**config.mk**
```make
export PLATFORM = sky130hd
export DESIGN_NAME = pps_sequencer
export DESIGN_NICKNAME = d
export VERILOG_FILES = /design/src/core/pps_pkg.sv /design/src/core/pps_period_gen.sv /design/src/core/pps_sequencer.sv
export SDC_FILE = /design/constraint.sdc
export NUM_CORES = 1
export LEC_CHECK = 0
export ABC_CLOCK_PERIOD_IN_PS = 2540
export BUFFER_PORTS_ARGS = -buffer_cell sky130_fd_sc_hd__buf_2
export CAP_MARGIN = 20
export CORE_MARGIN = 2
export CORE_UTILIZATION = 45
export DETAILED_ROUTE_END_ITERATION = 7
export GPL_ROUTABILITY_DRIVEN = 0
export GPL_TIMING_DRIVEN = 0
export PLACE_DENSITY = 0.68
export SYNTH_ARGS = -nofsm -noshare
export SYNTH_HDL_FRONTEND = slang
export SYNTH_SLANG_ARGS = --single-unit
```
**constraint.sdc**
```tcl
create_clock -name clk_i -period 2.54 [get_ports clk_i]
set_input_delay 0.127 -clock clk_i [delete_from_list [all_inputs] [get_ports clk_i]]
set_output_delay 0.127 -clock clk_i [all_outputs]
set_load 0.005 [all_outputs]
```
**src/core/pps_pkg.sv**
```systemverilog
// Purpose: Shared constants and carrier types for the PROM pulse sequencer
// Assumes: 100 MHz clock, 10 ns period
// Notes:   All times are held in their own unit and turned into cycle counts
package pps_pkg;

  // ==========================================================================
  // Clock
  // ==========================================================================
  localparam int CLK_PERIOD_PS = 10000;  // Clock period in picoseconds

  // ==========================================================================
  // Times as printed, in microseconds
  // ==========================================================================
  localparam int PERIOD_FAST_US = 15000;  // Repetition period, 20% duty
  localparam int PERIOD_SLOW_US = 150000; // Repetition period, 2% duty
  localparam int CYCLE_US = 3250;         // Program cycle length
  localparam int ADDR_INV_US = 60;        // Address complement window
  localparam int STROBE_DLY_US = 155;     // Delay before strobe
  localparam int STROBE_LEN_US = 3000;    // Strobe pulse length

  // ==========================================================================
  // Derived cycle counts (1 us = 100 cycles, exact at this rate)
  // ==========================================================================
  localparam int CYC_PER_US = 1000000 / CLK_PERIOD_PS;
  localparam int PERIOD_FAST_CYC = PERIOD_FAST_US * CYC_PER_US;
  localparam int PERIOD_SLOW_CYC = PERIOD_SLOW_US * CYC_PER_US;
  localparam int CYCLE_CYC = CYCLE_US * CYC_PER_US;
  localparam int ADDR_INV_CYC = ADDR_INV_US * CYC_PER_US;
  localparam int STROBE_ON_CYC = STROBE_DLY_US * CYC_PER_US;
  localparam int STROBE_OFF_CYC = (STROBE_DLY_US + STROBE_LEN_US) * CYC_PER_US;

  // ==========================================================================
  // Widths and reset values
  // ==========================================================================
  localparam int CNT_W = 24;              // Width of the timing counters
  localparam int DATA_W = 8;              // PROM address and data width
  localparam logic [7:0] BYTE_RST = 8'h00; // Reset value of address, data and readback outputs

  // Sequencer states, Gray coded along the usual path except PPS_WAIT to PPS_IDLE
  typedef enum logic [1:0]
  {
    PPS_IDLE = 2'b00,
    PPS_INVERT = 2'b01,
    PPS_WAIT = 2'b11,
    PPS_STROBE = 2'b10
  } pps_state_t;

  // Control bundle that reaches the PROM socket drivers
  typedef struct packed
  {
    logic supply_on;       // High-voltage supplies at programming level
    logic data_drive;      // Data drivers enabled
    logic addr_invert;     // Address driven complemented
    logic program_strobe;  // Program strobe active
  } pps_ctl_t;

  localparam pps_ctl_t CTL_IDLE = '{1'b0, 1'b0, 1'b0, 1'b0};

endpackage : pps_pkg

```
**src/core/pps_period_gen.sv**
```systemverilog
// Purpose: Repetition period generator for the PROM pulse sequencer
// Assumes: Enables are already synchronised to clk_i
// Notes:   Emits a one-cycle start pulse at enable and every period after
`timescale 1ns/10ps
`default_nettype none
module pps_period_gen
  import pps_pkg::*;
#(
  parameter int TICKS_PER_US = CYC_PER_US // Clock cycles per microsecond
)
(
  input wire logic clk_i,
  input wire logic rst_n_i,
  input wire logic fast_en_i,
  input wire logic slow_en_i,
  output logic start_o
);

  // ==========================================================================
  // Period counter
  // ==========================================================================
  logic [CNT_W-1:0] cnt_ff;   // Cycles since last start
  logic active;               // Some enable is held
  logic [CNT_W-1:0] limit;    // Last count of the current period

  // Period lengths in clock cycles at the chosen tick rate
  localparam int FAST_N = PERIOD_FAST_US * TICKS_PER_US;
  localparam int SLOW_N = PERIOD_SLOW_US * TICKS_PER_US;

  assign active = fast_en_i | slow_en_i;
  // Fast rate wins when both enables are held
  assign limit = fast_en_i ? CNT_W'(FAST_N - 1)
                           : CNT_W'(SLOW_N - 1);

  // Restart from zero whenever the enables drop
  always_ff @(posedge clk_i or negedge rst_n_i)
  begin
    if (!rst_n_i)
    begin
      cnt_ff <= '0;
      start_o <= 1'b0;
    end
    else if (!active)
    begin
      cnt_ff <= '0;
      start_o <= 1'b0;
    end
    else
    begin
      // Fire at count zero, then wrap at the period
      start_o <= (cnt_ff == '0);
      cnt_ff <= (cnt_ff >= limit) ? '0 : cnt_ff + 1'b1;
    end
  end

endmodule // pps_period_gen
`default_nettype wire

```
**src/core/pps_sequencer.sv**
```systemverilog
// Purpose: PROM program pulse sequencer, timing and socket drive control
// Assumes: 100 MHz clk_i; enables arrive asynchronously from a host port
// Notes:   Address and data inputs are complemented by the host
//
// Notes on behaviour
// - Held fast enable restarts cycle every 15 ms
// - Fast enable gives 3 ms per 15 ms
// - Slow enable gives 2 percent duty
// - Each start runs one 3.25 ms cycle
// - Start inverts address, drives data, raises supplies
// - Address returns to true form after 60 us
// - Strobe starts at 155 us, lasts 3 ms
// - Strobe inactive after pulse until cycle end
// - At 3.25 ms all outputs return idle
// - Outside cycles, PROM contents reach host
`timescale 1ns/10ps
`default_nettype none
module pps_sequencer
  import pps_pkg::*;
#(
  parameter int TICKS_PER_US = CYC_PER_US // Clock cycles per microsecond
)
(
  input wire logic clk_i,
  input wire logic rst_n_i,
  input wire logic fast_en_n_i,
  input wire logic slow_en_n_i,
  input wire logic [DATA_W-1:0] addr_n_i,
  input wire logic [DATA_W-1:0] data_n_i,
  input wire logic [DATA_W-1:0] prom_data_i,
  output logic [DATA_W-1:0] prom_addr_o,
  output logic [DATA_W-1:0] prom_data_o,
  output logic [DATA_W-1:0] prom_data_oe_n_o,
  output logic [DATA_W-1:0] read_data_o,
  output logic supply_on_o,
  output logic program_strobe_o,
  output logic busy_o
);

  // Interval lengths in clock cycles at the chosen tick rate
  localparam int ADDR_INV_N = ADDR_INV_US * TICKS_PER_US;
  localparam int STROBE_ON_N = STROBE_DLY_US * TICKS_PER_US;
  localparam int STROBE_OFF_N =
    (STROBE_DLY_US + STROBE_LEN_US) * TICKS_PER_US;
  localparam int CYCLE_N = CYCLE_US * TICKS_PER_US;
  localparam int PERIOD_FAST_N = PERIOD_FAST_US * TICKS_PER_US;

  // ==========================================================================
  // Enable synchronisers
  // ==========================================================================
  logic [2:0] fast_sync_ff;  // Three-stage chain, fast enable (inverted)
  logic [2:0] slow_sync_ff;  // Three-stage chain, slow enable (inverted)
  logic fast_en_ff;          // Accepted fast enable level
  logic slow_en_ff;          // Accepted slow enable level

  // Shift active-high enables through the chains
  always_ff @(posedge clk_i or negedge rst_n_i)
  begin
    if (!rst_n_i)
    begin
      fast_sync_ff <= 3'h0;
      slow_sync_ff <= 3'h0;
    end
    else
    begin
      fast_sync_ff <= {fast_sync_ff[1:0], ~fast_en_n_i};
      slow_sync_ff <= {slow_sync_ff[1:0], ~slow_en_n_i};
    end
  end

  // Accept a change once stages two and three agree
  always_ff @(posedge clk_i or negedge rst_n_i)
  begin
    if (!rst_n_i)
    begin
      fast_en_ff <= 1'b0;
      slow_en_ff <= 1'b0;
    end
    else
    begin
      if (fast_sync_ff[1] == fast_sync_ff[2])
        fast_en_ff <= fast_sync_ff[2];
      if (slow_sync_ff[1] == slow_sync_ff[2])
        slow_en_ff <= slow_sync_ff[2];
    end
  end

  // ==========================================================================
  // Period generator
  // ==========================================================================
  logic start;  // One-cycle pulse at each period start

  // Fast rate 15 ms, slow rate 150 ms, counted from clk_i
  pps_period_gen
  #(
    .TICKS_PER_US(TICKS_PER_US)
  )
  u_period
  (
    .clk_i(clk_i),
    .rst_n_i(rst_n_i),
    .fast_en_i(fast_en_ff),
    .slow_en_i(slow_en_ff),
    .start_o(start)
  );

  // ==========================================================================
  // Cycle state machine
  // ==========================================================================
  pps_state_t state_ff;      // Sequencer state
  pps_state_t nxt_state;     // Next state
  logic [CNT_W-1:0] tick_ff; // Cycles since cycle start
  logic last_tick;           // Final cycle of the program cycle

  assign last_tick = (tick_ff == CNT_W'(CYCLE_N - 1));

  // Next state from the elapsed count
  always_comb
  begin
    nxt_state = state_ff;
    case (state_ff)
      PPS_IDLE:
        if (start)
          nxt_state = PPS_INVERT;
      PPS_INVERT:
        if (tick_ff == CNT_W'(ADDR_INV_N - 1))
          nxt_state = PPS_WAIT;
      PPS_WAIT:
        if (tick_ff == CNT_W'(STROBE_ON_N - 1))
          nxt_state = PPS_STROBE;
        else if (last_tick)
          nxt_state = PPS_IDLE;
      PPS_STROBE:
        if (tick_ff == CNT_W'(STROBE_OFF_N - 1))
          nxt_state = PPS_WAIT;
      default:
        nxt_state = PPS_IDLE;
    endcase
  end

  // State register
  always_ff @(posedge clk_i or negedge rst_n_i)
  begin
    if (!rst_n_i)
      state_ff <= PPS_IDLE;
    else
      state_ff <= nxt_state;
  end

  // Elapsed count, zero in the first cycle of a program cycle
  always_ff @(posedge clk_i or negedge rst_n_i)
  begin
    if (!rst_n_i)
      tick_ff <= '0;
    else if (state_ff == PPS_IDLE)
      tick_ff <= '0;
    else
      tick_ff <= tick_ff + 1'b1;
  end

  // ==========================================================================
  // Socket drive
  // ==========================================================================
  pps_ctl_t nxt_ctl; // Control bundle for the next cycle
  pps_ctl_t ctl_ff;  // Registered control bundle

  // Decode the control bundle from the next state
  always_comb
  begin
    nxt_ctl = CTL_IDLE;
    if (nxt_state != PPS_IDLE)
    begin
      nxt_ctl.supply_on = 1'b1;
      nxt_ctl.data_drive = 1'b1;
      nxt_ctl.addr_invert = (nxt_state == PPS_INVERT);
      nxt_ctl.program_strobe = (nxt_state == PPS_STROBE);
    end
  end

  // Registered control; idle again in the cycle after the final tick
  always_ff @(posedge clk_i or negedge rst_n_i)
  begin
    if (!rst_n_i)
      ctl_ff <= CTL_IDLE;
    else
      ctl_ff <= nxt_ctl;
  end

  // Address, data and readback registers
  always_ff @(posedge clk_i or negedge rst_n_i)
  begin
    if (!rst_n_i)
    begin
      prom_addr_o <= BYTE_RST;
      prom_data_o <= BYTE_RST;
      prom_data_oe_n_o <= 8'hFF;
      read_data_o <= BYTE_RST;
    end
    else
    begin
      // Host gives complemented address; true form undoes it
      prom_addr_o <= nxt_ctl.addr_invert ? addr_n_i : ~addr_n_i;
      prom_data_o <= ~data_n_i;
      prom_data_oe_n_o <= {DATA_W{~nxt_ctl.data_drive}};
      // Readback only while no cycle runs
      if (nxt_ctl == CTL_IDLE && ctl_ff == CTL_IDLE)
        read_data_o <= prom_data_i;
    end
  end

  assign supply_on_o = ctl_ff.supply_on;
  assign program_strobe_o = ctl_ff.program_strobe;
  assign busy_o = ctl_ff.data_drive;

  logic [CNT_W-1:0] sup_age_ff; // Cycles since supply rose, checks only
  logic [CNT_W-1:0] gap_ff; // Cycles since last fast start, 0 = none yet

  // Age of the running cycle, counted from the supply output itself
  always_ff @(posedge clk_i or negedge rst_n_i)
  begin
    if (!rst_n_i)
      sup_age_ff <= '0;
    else if (supply_on_o)
      sup_age_ff <= sup_age_ff + 1'b1;
    else
      sup_age_ff <= '0;
  end

  // Distance between start pulses while the fast enable is held
  always_ff @(posedge clk_i or negedge rst_n_i)
  begin
    if (!rst_n_i)
      gap_ff <= '0;
    else if (!fast_en_ff)
      gap_ff <= '0;
    else if (start)
      gap_ff <= CNT_W'(1);
    else if (gap_ff != '0)
      gap_ff <= gap_ff + 1'b1;
  end
endmodule // pps_sequencer
`default_nettype wire

```
==> summary.txt, run 1 <==
Fill cells: 722
WL per Instance: 14.1 um
cell area after synthesis: 0.00404 mm2
die height: 98.8 um
PD cells: 613 mW/mm2
Post-synth EDFFs: 0
post-synth net total: 418
ys flop type: dfrtp_1
number of instances in the placed design: 549
std cell rows: 34
chip width: 98.8 um
clk sinks: 87
WL final: 8370 um
residual DRC count: 0
fin. max-slew vios: 0
Final Hold Fails: 0
input/output buffers: 62
CP Max Fanout: 8
max cap viols: 0
Num CTS Buffers: 9
fin util: 58.2%
number of H-tree levels: 3
Clock Skew: 5.02 ps
Initial DRC Count: 102
Ports: 63
Worst R2R Path Depth: 6
Avg Cell Area, Syn: 10.7 um2
final setup violation count: 0
Setup Total Neg Slack: 0 ps
max_slew headroom: 53.8%
FF+latch count, synth: 87
Layout area overhead: 25.6%
first-pass GRT wire length: 14000 um
vias in the first global route: 3001
Starting Density: 46.4%
gr usage total: 17.9%
total of warnings raised by yosys: 0
Post-DP HPWL: 5430 um
largest net degree at the start of global routing: 65
critical path class: reg2reg
top post-synthesis cells by area: dfrtp_1 53%, xor2_1 7.1%, nor2_1 5.1%
area of the core: 0.00872 mm2
initial antenna violation count: 0
DR pass1 iterations: 4
Avg Vias per Cell: 5.09
Arr. time, crit path: 2750 ps
status: finished clean
vias: 3029
Clk Latency, worst-skew pair: 360 ps
final net count: 522
Peak Freq: 400 MHz
Worst Tran Pin Value: 688 ps
Post-DP Area: 0.00452 mm2
layout cells sized above 1: 25.1%
fin crit share: 98.4%
Setup crit start kind: flop
critical path launch point: tick_ff[3]
Tmin final: 2500 ps
Total Power: 3110 uW
worst setup path end: read_data_o[5]
Worst Hold Class: in2async
clk root buf: clkbuf_8
Critical Path End Type: flop
Worst Path Required: 2790 ps
register area share after synthesis: 53.9%
total grt overflow: 0
Leak: 0.00243 uW
Peak VDD IR: 0.340 mV
Cells after Synth: 378
Yosys cell types: 43
unrepaired setup endpoints after global routing: true
Yosys top cell area share: 53.2%
FF-to-FF End: read_data_o[5]
Post-synth ARST share: 100%
Reg-to-Reg Start: tick_ff[3]
die area: 0.00976 mm2
post-route non-filler standard cell count: 595
Antenna Cells: 0
register-to-register setup slack: 40 ps
Clock Pin Slew Worst Setup and Hold Paths: 90 ps
CTS tree: done
Final Cell Area: 0.00508 mm2
post-route ant nets: 0
Clock Tree Buf Depth: 2
post-synth top area cell: dfrtp_1
-- worst min path at each step --
stage,start,endpoint,slack (ps),cells past startpoint
3_5_place_dp,rst_n_i,tick_ff[20],50,1
6_report,rst_n_i,tick_ff[18],200,2
2_1_floorplan,rst_n_i,busy_o,-170,0
4_1_cts,rst_n_i,u_period.cnt_ff[9],200,2
3_3_place_gp,data_n_i[5],prom_data_o[5],270,2
5_1_grt,rst_n_i,tick_ff[18],220,2
-- synthesized netlist by cell type, drive strengths merged, types with 6 or more instances --
cell type / number
nor3: 10
o21ai: 7
nand2: 19
and3: 9
nand4: 14
and4: 6
buf: 9
mux2: 8
xnor2: 15
nand3: 18
nor2: 55
clkbuf: 8
nor4: 6
ha: 12
dfrtp: 86
xor2: 33
a21oi: 9
inv: 21
or3: 6
-- layout make-up --
cell class / instances / area, um2 / share of cell area (%)
Timing Repair Buffer: 95 / 648 / 12.8
Sequential cell: 87 / 2180 / 42.9
Clock buffer: 10 / 138 / 2.71
Tap cell: 108 / 135 / 2.66
Clock inverter: 6 / 52.6 / 1.03
Buffer: 15 / 98.8 / 1.95
Multi-Input combinational cell: 253 / 1750 / 34.4
Inverter: 21 / 78.8 / 1.55
-- placed cells by master (no fill, tap or decap), types with 6 or more instances in the layout --
cell type	count
buf_2	62
and3_1	9
buf_4	14
xnor2_1	15
inv_1	21
dlygate4sd3_1	27
and4_1	6
nor2_1	55
nor3_1	9
clkbuf_8	10
dfrtp_1	84
ha_1	11
xor2_1	33
nand4_1	14
a21oi_1	9
nand3_1	18
o21ai_0	7
nand2_1	18
-- critical path: stages (launching register included) --
cell      delay, ps
dfrtp_1         470
or3b_4          410
or4b_4          510
a211oi_2        260
o22ai_2         150
nand3b_4        250
mux2_4          340
-- routing by layer --
layer,vias up,track usage (%),wire length (um)
met5,-,0,0
met4,0,7.48,195
met3,20,4.11,255
met2,59,30.0,4290
met1,1466,22.4,3630
li1,1484,-,-
-- report_power, final --
part	leakage, uW	internal (uW)	switching (uW)	total (uW)
registers	0.00110	1520	144	1660
clock network	0.0000914	398	539	937
logic	0.00124	287	230	516
-- metrics by stage --
stage,setup slack [ps],hold slack [ps]
2_1_floorplan,152,-169
3_3_place_gp,-115,271
3_5_place_dp,-191,52.1
4_1_cts,0.919,197
5_1_grt,-39.5,222
6_report,40.4,200
-- state kept, by name, summed over array words and instances (netlist names) --
register and cells:
tick_ff 24, u_period.cnt_ff 24, prom_addr_o 8, prom_data_o 8, read_data_o 8, fast_sync_ff 3, slow_sync_ff 3, state_ff 2
busy_o 1, ctl_ff 1, fast_en_ff 1, program_strobe_o 1, prom_data_oe_n_o 1, slow_en_ff 1, u_period.start_o 1
-- kinds of logic after synthesis --
family | after synthesis | synth area share (%)
compound gates | 23 | 3.53
xor+xnor | 48 | 10.4
fa+ha+maj | 14 | 4.21
buf+inv | 38 | 4.46
flops | 87 | 53.9
mux | 8 | 2.41
simple gates | 160 | 21.1
-- timing repair --
action	CTS	global route
resized for setup	6	11
hold buffers	27	0
hold endpoints to repair	49	0
buffers inserted	0	5
endpoints found under the setup margin	23	38
pin swaps	0	7
No activity file was read; power rests on OpenSTA's default activity.
==> run 2, diff against run 1 <==
Settings changed: ABC_AREA set to 1.
==> run 2 against run 1 <==
Design area up 6.6%. Critical path depth up 6. Clock skew up 3.3 ps. Sequential power up 9%. Clock-buffer cell count down 1. Worst hold slack worse by 180 ps. Synthesized area up 12%. Largest cell class unchanged. Global-route usage up 0.56 points. Critical path type unchanged. Maximum frequency up 17%. Register-to-register slack better by 360 ps.
==> summary.txt, run 2 <==
Clock Skew: 8.32 ps
post-route ant nets: 0
Arr. time, crit path: 2380 ps
cell family with most CP delay: simple AND/OR/NAND/NOR gates
fin crit share: 84.2%
final hold slack: 24.0 ps
Critical Path End Type: flop
Peak Freq: 467 MHz
Worst Hold Class: in2reg
Post-synth EDFFs: 0
Post-DP HPWL: 6910 um
Top Registers: tick_ff (24), u_period.cnt_ff (24)
CP max stage cell: dfrtp_1
gr usage total: 18.5%
Starting Density: 46.4%
residual DRC count: 0
Leak: 0.00271 uW
std cell rows: 36
die height: 104 um
FF/Latch Area: 0.00218 mm2
unrepaired setup endpoints after global routing: false
status: finished clean
final setup violation count: 0
critical path class: reg2reg
Clock Pin Slew Worst Setup and Hold Paths: 90 ps
total of warnings raised by yosys: 0
Yosys top cell area share: 47.5%
layout cells sized above 1: 17.2%
most common cell in the netlist: nand2_1
Bufs and invs on worst path: 3
Antenna Cells: 0
die area: 0.0109 mm2
Initial DRC Count: 218
cell area after synthesis: 0.00453 mm2
most common cell after layout, fill and taps aside: nand2_1
vias: 3981
Multi-input gate area: 0.00192 mm2
CP Max Fanout: 10
clk sinks: 87
Avg Cell Area, Syn: 7.92 um2
Setup crit start kind: flop
fin. max-slew vios: 0
area of the core: 0.00977 mm2
PD cells: 760 mW/mm2
initial antenna violation count: 0
vias in the first global route: 3737
ys flop type: dfrtp_1
chip width: 104 um
first-pass GRT wire length: 16600 um
Gates resized, CTS repair: 0
number of H-tree levels: 3
max_slew headroom: 61.2%
max cap viols: 0
Critical Path Max Stage Delay: 530 ps
Worst Path Required: 2780 ps
Clk Latency, worst-skew pair: 350 ps
Post-synth ARST share: 100%
Num CTS Buffers: 9
Tmin final: 2140 ps
total grt overflow: 0
Setup Total Neg Slack: 0 ps
commonest cells in the netlist: 130 x nand2_1, 86 x dfrtp_1, 86 x nor2_1
Worst Tran Pin Value: 582 ps
Avg Vias per Cell: 4.96
Ports: 63
input/output buffers: 62
WL final: 9620 um
CTS tree: done
Layout area overhead: 19.5%
worst-path cell chain: inv_1, ha_1, nand2_1, nor2_1, nand3_1, a21oi_1, nor2_1, nand2_2, inv_2, nand2_4, buf_6, nor2_1
number of instances in the placed design: 768
Clock Tree Buf Depth: 2
Fill cells: 938
register-to-register setup slack: 400 ps
final net count: 705
Cells after Synth: 572
Final Hold Fails: 0
post-synth top area cell: dfrtp_1
WL per Instance: 12.0 um
largest net degree at the start of global routing: 46
post-route non-filler standard cell count: 802
DR pass1 iterations: 6
most frequent cells in the layout: 130 x nand2_1, 86 x nor2_1, 86 x dfrtp_1
clk root buf: clkbuf_8
top post-synthesis cells by area: dfrtp_1 48%, nand2_1 11%, nor2_1 7.1%
register area share after synthesis: 48.1%
post-synth net total: 612
CP most frequent cell: nor2_1
Peak VDD IR: 0.339 mV
FF+latch count, synth: 87
Yosys cell types: 35
==> run 2: final cells by class <==
cell class              instances  share of cell area, %
clock inverters                 6                   1.32
multi-input cells             386                   35.4
clock buffers                   9                   2.29
repair buffers                 82                   9.66
well taps                     133                   3.07
inverters                      85                   5.89
flip-flops and latches         87                   40.2
plain buffers                  14                   2.15
==> run 2: final timing paths <==
path                       depth (start not counted)                   to            start
setup / recovery                                  12   u_period.cnt_ff[8]       fast_en_ff
hold / removal                                     3       read_data_o[3]   prom_data_i[3]
setup reg to reg                                  12   u_period.cnt_ff[8]       fast_en_ff
hold reg to reg                                    0      fast_sync_ff[1]  fast_sync_ff[0]
max in group asynchronous                          3  prom_data_oe_n_o[0]          rst_n_i
min in group asynchronous                          2           tick_ff[1]          rst_n_i
==> run 2: worst min-delay path, delay by kind of cell <==
family,cells,cell delay [ps]
AND/OR/NAND/NOR,2,130
buffers and inverters,1,100
==> run 2: repair_timing <==
item | 4_1_cts | 5_1_grt
hold buffers | 19 | 0
endpoints found under the hold margin | 62 | 0
setup buffers | 0 | 0
==> run 2: through the flow <==
step                      total power [uW]  util (%)  cell area, um2  worst slack (ps)
after floorplan                       2690         -            4530               772
after global placement                3120      51.2            5010               458
after detailed placement              3160      51.5            5030               418
after CTS                             4170      55.4            5420               378
after global routing                  4430      55.4            5420               213
final                                 4120      55.4            5420               400
==> run 2: layer usage <==
layer | up-vias | track usage (%) | part of all wire, %
met5 | - | 0 | 0
met4 | 0 | 5.50 | 1.6
met3 | 18 | 3.88 | 4.7
met2 | 125 | 31.3 | 48
met1 | 1843 | 23.8 | 46
li1 | 1995 | - | -
==> run 2: cell families (layout without fill, tap and decap cells) <==
group	count (synthesis)	in the layout	share of synthesized area, %
AO/OA/AOI/OAI	59	59	7.24
adder cells (fa/ha/maj)	14	14	3.76
XOR/XNOR	7	7	1.35
buffers and inverters	99	196	9.61
flip-flops	87	87	48.1
AND/OR/NAND/NOR	306	306	30.0
==> run 2: power breakdown <==
part | total (uW) | switching, uW | internal (uW)
sequential | 1810 | 168 | 1640
combinational | 1330 | 758 | 573
clock | 971 | 513 | 458
